`config.mk`:
```
export PLATFORM = sky130hd
export DESIGN_NAME = ppi_pixel_port
export DESIGN_NICKNAME = d
export VERILOG_FILES = /design/src/logic/ppi_pkg.sv /design/src/logic/ppi_pixel_port.sv
export SDC_FILE = /design/constraint.sdc
export NUM_CORES = 1
export LEC_CHECK = 0
export CORE_MARGIN = 10
export CORE_UTILIZATION = 40
export DETAILED_ROUTE_END_ITERATION = 16
export DONT_BUFFER_PORTS = 1
export SLEW_MARGIN = 10
export SYNTH_ARGS = -nofsm -noshare
export SYNTH_HDL_FRONTEND = slang
export SYNTH_SLANG_ARGS = --single-unit
```
`constraint.sdc`:
```
create_clock -name clock -period 3 [get_ports clock]
set_input_delay 0.45 -clock clock [delete_from_list [all_inputs] [get_ports clock]]
set_output_delay 0.45 -clock clock [all_outputs]
set_load 0.005 [all_outputs]
```
`src/logic/ppi_pkg.sv`:
```
// package: constants and types for the pixel port input control block
`default_nettype none
package ppi_pkg;
  localparam int LANES        = 4;
  localparam int LANE_W       = 24;
  localparam int CDATA_W      = LANES * LANE_W;
  localparam int PIX_W        = 24;
  localparam int PS_W         = 8;

  // axi4-lite register map (byte addresses)
  localparam logic [7:0] ADDR_CTRL   = 8'h00;
  localparam logic [7:0] ADDR_STATUS = 8'h04;
  localparam logic [7:0] ADDR_LATCH  = 8'h08;

  // control register field positions
  localparam int F_MUX_LO   = 0;
  localparam int F_PRI_LO   = 2;
  localparam int F_MATCH_LO = 4;
  localparam int F_GREN     = 6;
  localparam int F_RDEN     = 7;
  localparam int F_BLEN     = 8;
  localparam int F_TRIEN    = 9;
  localparam int F_PAL_LO   = 12;
  localparam int F_BYP_LO   = 16;
  localparam int F_BPP_LO   = 20;
  localparam logic [31:0] CTRL_RESET = 32'h0000_0001;

  localparam logic [1:0] RESP_OKAY   = 2'h0;
  localparam logic [1:0] RESP_SLVERR = 2'h2;

  typedef enum logic [1:0] {
    MUX_8 = 2'h0,
    MUX_4 = 2'h1,
    MUX_2 = 2'h2
  } ppi_mux_t;

  typedef enum logic [1:0] {
    PRI_PALSEL = 2'h0,
    PRI_BYPASS = 2'h1,
    PRI_OVERLAY= 2'h2,
    PRI_IGNORE = 2'h3
  } ppi_pri_t;

  // pixel format: 24, 16, 15 bit direct or 8 bit pseudo-color
  typedef enum logic [1:0] {
    BPP_24 = 2'h0,
    BPP_16 = 2'h1,
    BPP_15 = 2'h2,
    BPP_8  = 2'h3
  } ppi_bpp_t;

  // output level selector for the analog stage
  typedef enum logic [2:0] {
    LVL_VIDEO = 3'h0,
    LVL_BLANK = 3'h1,
    LVL_SYNC  = 3'h2,
    LVL_TRI   = 3'h3,
    LVL_OFF   = 3'h4
  } ppi_lvl_t;

  typedef enum logic [1:0] {
    SRC_PALETTE = 2'h0,
    SRC_BYPASS  = 2'h1,
    SRC_OVERLAY = 2'h2
  } ppi_src_t;

  typedef struct packed {
    logic            sync_n;
    logic            blank_n;
    logic            tri_n;
    logic [PS_W-1:0] ps0;
    logic [PS_W-1:0] ps1;
  } ppi_ctl_t;

  typedef struct packed {
    logic [PIX_W-1:0] data;
    ppi_src_t         src;
    logic [1:0]       overlay;
    ppi_lvl_t         lvl_r;
    ppi_lvl_t         lvl_g;
    ppi_lvl_t         lvl_b;
  } ppi_pix_t;
endpackage
`default_nettype wire

```
`src/logic/ppi_pixel_port.sv`:
```
// module: pixel port capture, priority decode and serializer
// *****************************************************************
// What this block does
// - capture color words on latch strobe rise
// - accept four 24-bit lanes, 96 lines
// - support 24/16/15 direct, 8-bit pseudo formats
// - capture controls with color data same edge
// - pipeline on pixel clock, any strobe phase
// - generate strobe output at required frequency
// - blank and sync force blank/sync levels
// - per-color enable bits encode sync
// - all enables off ignores sync encoding
// - active-low digital sync with pipeline delay
// - tri-level enable and low input, tri level on enabled colors
// - two-bit field selects priority function
// - demux priority inputs in lane order
// - 8:1 pseudo reuses blue as priority
// - palette select mismatch forces zero current
// - bypass control picks palette/bypass/overlay one
// - bypass switching only on supporting variant
// - overlay nonzero shows overlay color
// - mux rate from two-bit control field
// *****************************************************************
`default_nettype none
module ppi_pixel_port
  import ppi_pkg::*;
#(
  parameter bit HAS_BYPASS = 1'b1
)(
  input  wire logic               clock,
  input  wire logic               resetn,
  input  wire logic               pixel_latch_strobe_in,
  input  wire logic [CDATA_W-1:0] color_in,
  input  wire logic               sync_n_in,
  input  wire logic               blank_n_in,
  input  wire logic               three_level_timing_in,
  input  wire logic [3:0]         priority_sel_bit0,
  input  wire logic [3:0]         priority_sel_bit1,
  output logic                    latch_strobe_source,
  output logic                    separate_digital_timing_pin,
  output ppi_pix_t                pix_out,
  output logic                    pix_valid,
  input  wire logic [7:0]         s_axi_awaddr,
  input  wire logic               s_axi_awvalid,
  output logic                    s_axi_awready,
  input  wire logic [31:0]        s_axi_wdata,
  input  wire logic [3:0]         s_axi_wstrb,
  input  wire logic               s_axi_wvalid,
  output logic                    s_axi_wready,
  output logic [1:0]              s_axi_bresp,
  output logic                    s_axi_bvalid,
  input  wire logic               s_axi_bready,
  input  wire logic [7:0]         s_axi_araddr,
  input  wire logic               s_axi_arvalid,
  output logic                    s_axi_arready,
  output logic [31:0]             s_axi_rdata,
  output logic [1:0]              s_axi_rresp,
  output logic                    s_axi_rvalid,
  input  wire logic               s_axi_rready
);

  // *****************************************************************
  // functions
  // *****************************************************************
  function automatic logic [3:0] mux_count(input ppi_mux_t m);
    case (m)
      MUX_8:   mux_count = 4'h8;
      MUX_4:   mux_count = 4'h4;
      default: mux_count = 4'h2;
    endcase
  endfunction

  function automatic logic [31:0] wmerge(input logic [31:0] old,
                                         input logic [31:0] d,
                                         input logic [3:0]  s);
    logic [31:0] r;
    r = old;
    for (int i = 0; i < 4; i++)
      if (s[i])
        r[i*8 +: 8] = d[i*8 +: 8];
    wmerge = r;
  endfunction

  // *****************************************************************
  // register bus
  // *****************************************************************
  logic [31:0] ctrl_reg;
  logic [7:0]  awaddr_reg;
  logic        aw_have_reg;
  logic [31:0] wdata_reg;
  logic [3:0]  wstrb_reg;
  logic        w_have_reg;
  logic [15:0] latch_cnt_reg;
  logic [3:0]  tap_reg;

  wire ppi_mux_t mux_sel    = ppi_mux_t'(ctrl_reg[F_MUX_LO +: 2]);
  wire ppi_pri_t pri_sel    = ppi_pri_t'(ctrl_reg[F_PRI_LO +: 2]);
  wire [1:0]     match_code = ctrl_reg[F_MATCH_LO +: 2];
  wire           green_timing_encode_en = ctrl_reg[F_GREN];
  wire           red_timing_encode_en   = ctrl_reg[F_RDEN];
  wire           blue_timing_encode_en  = ctrl_reg[F_BLEN];
  wire           three_level_enable_bit = ctrl_reg[F_TRIEN];
  wire ppi_bpp_t bpp_sel    = ppi_bpp_t'(ctrl_reg[F_BPP_LO +: 2]);

  wire do_write   = aw_have_reg && w_have_reg && !s_axi_bvalid;
  wire wr_ctrl    = do_write && (awaddr_reg == ADDR_CTRL);
  wire wr_known   = (awaddr_reg == ADDR_CTRL) ||
                    (awaddr_reg == ADDR_STATUS) ||
                    (awaddr_reg == ADDR_LATCH);
  wire rd_known   = (s_axi_araddr == ADDR_CTRL) ||
                    (s_axi_araddr == ADDR_STATUS) ||
                    (s_axi_araddr == ADDR_LATCH);
  wire rd_take    = s_axi_arvalid && s_axi_arready;

  assign s_axi_awready = !aw_have_reg && !s_axi_bvalid;
  assign s_axi_wready  = !w_have_reg && !s_axi_bvalid;
  assign s_axi_arready = !s_axi_rvalid;

  wire [31:0] status_word = {24'h00_0000, tap_reg, 2'h0,
                             mux_sel};
  wire [31:0] rd_word =
    (s_axi_araddr == ADDR_CTRL)   ? ctrl_reg :
    (s_axi_araddr == ADDR_STATUS) ? status_word :
    (s_axi_araddr == ADDR_LATCH)  ? {16'h0000, latch_cnt_reg} :
                                    32'h0000_0000;

  always_ff @(posedge clock or negedge resetn)
  begin
    if (!resetn)
    begin
      aw_have_reg <= 1'b0;
      w_have_reg  <= 1'b0;
      awaddr_reg  <= 8'h00;
      wdata_reg   <= 32'h0000_0000;
      wstrb_reg   <= 4'h0;
      s_axi_bvalid <= 1'b0;
      s_axi_bresp <= RESP_OKAY;
      ctrl_reg    <= CTRL_RESET;
    end
    else
    begin
      if (s_axi_awvalid && s_axi_awready)
      begin
        aw_have_reg <= 1'b1;
        awaddr_reg  <= s_axi_awaddr;
      end
      if (s_axi_wvalid && s_axi_wready)
      begin
        w_have_reg <= 1'b1;
        wdata_reg  <= s_axi_wdata;
        wstrb_reg  <= s_axi_wstrb;
      end
      if (do_write)
      begin
        aw_have_reg  <= 1'b0;
        w_have_reg   <= 1'b0;
        s_axi_bvalid <= 1'b1;
        s_axi_bresp  <= wr_known ? RESP_OKAY : RESP_SLVERR;
      end
      else if (s_axi_bvalid && s_axi_bready)
        s_axi_bvalid <= 1'b0;
      if (wr_ctrl)
        ctrl_reg <= wmerge(ctrl_reg, wdata_reg, wstrb_reg);
    end
  end

  always_ff @(posedge clock or negedge resetn)
  begin
    if (!resetn)
    begin
      s_axi_rvalid <= 1'b0;
      s_axi_rdata  <= 32'h0000_0000;
      s_axi_rresp  <= RESP_OKAY;
    end
    else if (rd_take)
    begin
      s_axi_rvalid <= 1'b1;
      s_axi_rdata  <= rd_word;
      s_axi_rresp  <= rd_known ? RESP_OKAY : RESP_SLVERR;
    end
    else if (s_axi_rready)
      s_axi_rvalid <= 1'b0;
  end

  // *****************************************************************
  // strobe output divider
  // *****************************************************************
  logic [3:0] div_reg;
  wire  [3:0] div_max = mux_count(mux_sel);
  wire        div_wrap = (div_reg >= div_max - 4'h1);

  // strobe out at clock over mux
  always_ff @(posedge clock or negedge resetn)
  begin
    if (!resetn)
    begin
      div_reg             <= 4'h0;
      latch_strobe_source <= 1'b0;
    end
    else
    begin
      div_reg             <= div_wrap ? 4'h0 : div_reg + 4'h1;
      latch_strobe_source <= (div_reg < (div_max >> 1));
    end
  end

  // *****************************************************************
  // strobe synchroniser and capture
  // *****************************************************************
  logic         lsi_s1_reg;
  logic         lsi_s2_reg;
  logic         lsi_s3_reg;
  logic [CDATA_W-1:0] cd_s1_reg;
  logic [CDATA_W-1:0] cd_s2_reg;
  ppi_ctl_t     ct_s1_reg;
  ppi_ctl_t     ct_s2_reg;
  logic [CDATA_W-1:0] cap_data_reg;
  ppi_ctl_t     cap_ctl_reg;

  wire ppi_ctl_t ct_pins = '{sync_n:  sync_n_in,
                             blank_n: blank_n_in,
                             tri_n:   three_level_timing_in,
                             ps0:     {4'h0, priority_sel_bit0},
                             ps1:     {4'h0, priority_sel_bit1}};
  // edge found on pixel clock, any phase
  wire strobe_rise = lsi_s2_reg && !lsi_s3_reg;

  always_ff @(posedge clock or negedge resetn)
  begin
    if (!resetn)
    begin
      lsi_s1_reg <= 1'b0;
      lsi_s2_reg <= 1'b0;
      lsi_s3_reg <= 1'b0;
      cd_s1_reg  <= '0;
      cd_s2_reg  <= '0;
      ct_s1_reg  <= '0;
      ct_s2_reg  <= '0;
    end
    else
    begin
      lsi_s1_reg <= pixel_latch_strobe_in;
      lsi_s2_reg <= lsi_s1_reg;
      lsi_s3_reg <= lsi_s2_reg;
      cd_s1_reg  <= color_in;
      cd_s2_reg  <= cd_s1_reg;
      ct_s1_reg  <= ct_pins;
      ct_s2_reg  <= ct_s1_reg;
    end
  end

  always_ff @(posedge clock or negedge resetn)
  begin
    if (!resetn)
    begin
      cap_data_reg  <= '0;
      cap_ctl_reg   <= '0;
      latch_cnt_reg <= 16'h0000;
    end
    else if (strobe_rise)
    begin
      cap_data_reg  <= cd_s2_reg;
      cap_ctl_reg   <= ct_s2_reg;
      latch_cnt_reg <= latch_cnt_reg + 16'h0001;
    end
  end

  // *****************************************************************
  // serializer
  // *****************************************************************
  logic [3:0] tap_next;
  logic       run_reg;

  // first lane first, one per clock
  always_ff @(posedge clock or negedge resetn)
  begin
    if (!resetn)
    begin
      tap_reg <= 4'h0;
      run_reg <= 1'b0;
    end
    else if (strobe_rise)
    begin
      tap_reg <= 4'h0;
      run_reg <= 1'b1;
    end
    else if (run_reg)
    begin
      tap_reg <= tap_next;
      run_reg <= (tap_next != 4'h0);
    end
  end
  assign tap_next = (tap_reg >= div_max - 4'h1) ? 4'h0 : tap_reg + 4'h1;

  // pixel extraction per format
  // 8-bit pseudo at 8:1 takes red and green bytes of each lane;
  // other rates take only the low byte of one lane per pixel
  wire [1:0] lane_idx = (mux_sel == MUX_8) ? tap_reg[2:1] :
                        (mux_sel == MUX_4) ? tap_reg[1:0] :
                                             {tap_reg[0], 1'b0};
  wire [LANE_W-1:0] lane = cap_data_reg[lane_idx*LANE_W +: LANE_W];
  wire pseudo8 = (bpp_sel == BPP_8);
  wire [7:0] pseudo_b = (mux_sel == MUX_8) ?
                        (tap_reg[0] ? lane[15:8] : lane[7:0]) :
                        lane[7:0];
  wire [PIX_W-1:0] pix_data =
    pseudo8            ? {pseudo_b, pseudo_b, pseudo_b} :
    (bpp_sel == BPP_16)? {lane[15:11], 3'h0, lane[10:5], 2'h0,
                          lane[4:0], 3'h0} :
    (bpp_sel == BPP_15)? {lane[14:10], 3'h0, lane[9:5], 3'h0,
                          lane[4:0], 3'h0} :
                         lane;

  // blue bytes carry priority at 8:1
  wire use_blue = pseudo8 && (mux_sel == MUX_8);
  wire [7:0] blue_b = lane[23:16];
  wire pbit0 = use_blue ? blue_b[{tap_reg[0], 2'h0}] :
               cap_ctl_reg.ps0[lane_idx];
  wire pbit1 = use_blue ? blue_b[{tap_reg[0], 2'h1}] :
               cap_ctl_reg.ps1[lane_idx];
  wire [1:0] prio = {pbit1, pbit0};

  // *****************************************************************
  // priority function and level decode
  // *****************************************************************
  // priority function select
  wire byp_ok = HAS_BYPASS && !use_blue;
  wire off = (pri_sel == PRI_PALSEL) && (prio != match_code);
  wire ppi_src_t src =
    (pri_sel == PRI_OVERLAY && prio != 2'h0) ? SRC_OVERLAY :
    (pri_sel == PRI_BYPASS && byp_ok && pbit0) ? SRC_OVERLAY :
    (pri_sel == PRI_BYPASS && byp_ok && pbit1) ? SRC_BYPASS :
                                                  SRC_PALETTE;
  wire [1:0] ovl = (pri_sel == PRI_OVERLAY) ? prio :
                   (src == SRC_OVERLAY) ? 2'h1 : 2'h0;

  wire sync_on = !cap_ctl_reg.sync_n;
  wire tri_on  = three_level_enable_bit && !cap_ctl_reg.tri_n;
  function automatic ppi_lvl_t lvl(input logic en);
    if (off)
      lvl = LVL_OFF;
    else if (en && sync_on)
      lvl = LVL_SYNC;
    else if (en && tri_on)
      lvl = LVL_TRI;
    else if (!cap_ctl_reg.blank_n)
      lvl = LVL_BLANK;
    else
      lvl = LVL_VIDEO;
  endfunction

  wire ppi_pix_t pix_next = '{data:    pix_data,
                              src:     src,
                              overlay: ovl,
                              lvl_r:   lvl(red_timing_encode_en),
                              lvl_g:   lvl(green_timing_encode_en),
                              lvl_b:   lvl(blue_timing_encode_en)};

  always_ff @(posedge clock or negedge resetn)
  begin
    if (!resetn)
    begin
      pix_out   <= '0;
      pix_valid <= 1'b0;
      separate_digital_timing_pin <= 1'b1;
    end
    else
    begin
      pix_out   <= pix_next;
      pix_valid <= run_reg;
      separate_digital_timing_pin <= run_reg ? cap_ctl_reg.sync_n
                                             : 1'b1;
    end
  end

endmodule
`default_nettype wire

```
Yosys cells after proc, flatten, opt, wreduce, memory -nomap -nowiden
Index checks and enable logic that the tools add are counted.
Widths: inputs -> output; s select.

storage, ports and cells
  register bits after elaboration = 505
  latch bits = 0
  RAM bits = 0
  ROM bits = 0
  input port bits = 167
  output and inout bits = 81
  logic and storage cells = 175
  memories kept = 0

operators by class
  $add $sub $neg = 4
  multiply operators = 1
  divide/modulo/power cells = 0
  $lt $le $gt $ge = 6
  eq/ne operators = 12
  shift operators = 1
  mux-type cells = 53
  bitwise operators = 0
  reductions and logical operators = 50

operator list
  operator               count
  $shiftx 96x8->24       1
  $mux 24                3
  $mux 16                2
  $mux 32                1
  $logic_and 1x1->1      23
  $mux 1                 22
  $mux 3                 7
  $mux 2                 9
  $add 16x1->16 const B  1
  $eq 8x3->1 const B     2
  $eq 8x4->1 const B     2
  $logic_not 8->1        2
  $mux 4                 4
  $mux 8                 2
  $reduce_bool 2->1      6
  $add 4x1->4 const B    2
  $eq 2x2->1 const B     4
  $ge 4x4->1             2
  $logic_not 1->1        8
  $lt 3x4->1 const B     2
  $pmux 4 s2             1
  $reduce_and 2->1       4
  $eq 2x1->1 const B     3
  $bmux 1 s2             2
  8 further kinds        12

Longest topological paths before layout
  depth after elaboration = 15
  depth in mapped cells = 10
  depth with buffers taken out = 7

Least setup slack after synthesis
Ideal clock, no wire load.

  path type = register to register
  start point = reg ctrl_reg[0]
  end point = reg pix_out[1] in the netlist's numbering
  library setup time = 0.121 ns
  data arrival time = 2.236 ns
  required time = 2.879 ns
  path slack = 0.643 ns
  cell stages (with the launch flop) = 9
  buffers on the path = 1
  clock period less this slack = 2.357 ns
  cell sequence = dfstp_2 > buf_6 > mux2_4 > o21a_4 > mux2i_1 > a221o_1 > o211ai_2 > mux2i_2 > and4b_1

RTL lines
  what                    RTL line               RTL
  from (decl)             ppi_pixel_port.sv:87   logic [31:0] ctrl_reg;
  from (signal assigned)  ppi_pixel_port.sv:163  ctrl_reg <= wmerge(ctrl_reg, wdata_reg, wstrb_reg);
  to (signal assigned)    ppi_pixel_port.sv:369  pix_out <= pix_next;
  to (decl)               ppi_pixel_port.sv:41   output ppi_pix_t pix_out,

==> flow_summary.ini <==
[global_route]
grt_max_degree = 502
grt_pass1_wl_um = 61800
grt_usage_pct = 14.8
grt.busiest_layer = met2
antenna_found_initial = 3
gr-usage-met3_pct = 3.64
grt_pass1_vias = 10383
overflow = 0
met1_usage_pct = 19.4
met2_usage_pct = 23.6

[yosys]
synth_cell_types = 64
synth_top_cell_by_area = dfrtp_1
synthArstFlopShare_pct = 100
syn_area_per_cell_um2 = 15.2
yosys_most_used_dff = dfrtp_1
yosys_warnings = 0
syn-cell-area_um2 = 17800
yosys.area.top_type_share_pct = 70.3
synth_edf_count = 0
seq_area_frac_synth_pct = 70.6
synth_area_leaders = dfrtp_1 70%, mux2_2 12%, mux4_2 2.5%
synth_cells = 1168
ys_ff_latch = 501

[sta]
layout_min_cycle_time_ps = 2650
setup_viol = 0
tightest_slew_ps = 1360
hold_viol_final = 499
max_freq_mhz = 377
period_share_pct = 88.3
slew_violations = 0
slew_headroom_pct = 9.34
fin_hold_ws_ps = -433
fin_skew_ps = 15.1
finalSetupTns_ps = 0
rsz0062_at_grt = no

[cts]
cts-resized-gates = 0
cts_buffers = 52
clk_path_buf_depth = 3
cts_tree = built
ctsHoldBuffers = 155
htree_levels = 2
postCtsSetupBuffers = 0
insertion_delay_ps = 600
clock-root-buffer = clkbuf_16
clkTransAtPathRegs_ps = 60
cts_sinks = 501

[detailed_routing]
drt-pass1-iter-count = 5
wl_um = 39200
wl_per_cell_um = 19.8
ant_nets = 0
post-route-drc-count = 0
dr.first_iter.drc_count = 656
num_vias = 9748
drt-vias-per-instance = 4.92

[power]
vdd_drop_max_mv = 0.551
p_comb_share_pct = 17.5
power.density_nw_per_um2 = 851
p_sw_share_pct = 27.4
p_switching_mw = 5.07
p_leak_nw = 9.61
clock_power_share_pct = 35.3
internal-power_mw = 13.4
power_mw = 18.5
p_seq_share_pct = 47.2

[placement]
hpwl_um = 25600
place.gp.congestion = 0.796
port_buffers = 0

[setup_path]
cp-startpoint = ctrl_reg[1]
crit_fanout = 23
worstPathArrival_ps = 3130
worstPathRequired_ps = 3480
r2r_slack_ps = 350
r2r_start = ctrl_reg[1]
ff2ff_path_depth = 7
startpoint_type = register
worst_setup_path_end_kind = register
path_class = register to register

[status]
violations = hold timing
outcome = complete, but fails checks

[floorplanning]
die-height_um = 231
core_area_um2 = 44000
die_area_um2 = 53200
row_count = 77
initial_core_util_pct = 40.3
num_io_pins = 248
dieWidth_um = 231

[final_layout]
fin_util_pct = 49.5
nets = 1519
syn_to_final_growth_pct = 22.6
drive_gt1_share_pct = 24.2

[min_path]
hp-class = primary input to asynchronous set/reset pin

[run]
cap_violations = 0
final timing paths:
| kind | endpoint |
|---|---|
| setup / recovery | pix_out[4] |
| min in group clock | s_axi_rdata[5] |
| max in group asynchronous | awaddr_reg[4] |
| setup reg to reg | pix_out[4] |
| hold / removal | cd_s1_reg[41] |
| hold reg to reg | cd_s2_reg[60] |
metrics by stage:
stage	worst slack [ps]	hold slack [ps]	instances	instance area, um^2
4_1_cts	324	-449	1979	21800
2_1_floorplan	643	154	1170	17800
3_3_place_gp	394	190	1726	18400
6_report	350	-433	1981	21800
5_1_grt	150	-459	1981	21800
3_5_place_dp	341	192	1726	18400
layout by cell type, fill, tap and decap left out, types with 10 or more instances in the layout:
master         count
mux4_2            20
clkinv_2          13
mux2_2           186
dlygate4sd3_1    155
a221oi_1          16
nand2_1           89
buf_4             15
nand3_1           40
xnor2_1           13
a21oi_1           17
clkbuf_8          15
nor2_1            60
clkbuf_16         53
a21o_1            18
o21ai_0           19
dfrtp_1          499
inv_1             10
power groups by stage:
stage,logic [mW],clock network [mW],registers [mW]
3_3_place_gp,3.01,0,8.86
5_1_grt,3.60,6.98,8.89
6_report,3.25,6.53,8.74
4_1_cts,3.29,6.72,8.76
2_1_floorplan,2.50,0,8.43
3_5_place_dp,3.11,0,8.88
cells in the mapped netlist (all sizes together) (3+ instances only):
cell and instances:
a211o 3, a21o 18, a21oi 17, a221oi 17, a22oi 6, a2bb2oi 3, and2 4, and3 3
and4b 3, buf 18, clkbuf 35, dfrtp 499, ha 9, inv 10, mux2 187, mux2i 6
mux4 20, nand2 89, nand2b 9, nand3 41, nand4 6, nor2 60, nor2b 7, nor3 3
nor3b 6, nor4 3, o211ai 7, o21ai 19, o221ai 3, or2 9, xnor2 13, xor2 4
metal layers:
layer	up-vias	routed length, um	share of wire (%)
met5	-	9	0.023
met4	2	1120	2.9
met3	73	2250	5.7
met2	255	19000	48
met1	4986	16900	43
li1	4432	-	-
layout make-up:
type                            count  area, um^2
Antenna cell                        2        5.00
Clock buffer                       77        1570
Clock inverter                     21         225
Fill cell                        3724       22300
Inverter                           10        37.5
Multi-Input combinational cell    606        4950
Sequential cell                   501       12500
Tap cell                          592         741
Timing Repair Buffer              172        1700
cells by family (layout without fill, tap and decap cells):
kind of cell / count (synthesis) / after routing / synth area share [%]
DFF: 501 / 501 / 70.6
and+or+nand+nor: 248 / 248 / 6.55
muxes: 213 / 213 / 14.8
AOI/OAI and AO/OA: 113 / 113 / 4.78
buffers and inverters: 63 / 280 / 1.63
xor gates and xnor gates: 17 / 17 / 0.839
adders and majority gates: 11 / 11 / 0.747
other: 2 / 6 / 0.0423
worst max-delay path, cell delays in order (launching register included):
cell and delay [ps]:
dfrtp_1 550, nand2b_1 290, o21a_4 450, mux2i_1 140, a221o_1 400, o211ai_2 100
mux2i_2 360, and4b_1 240
No activity file was read; power rests on OpenSTA's default activity.
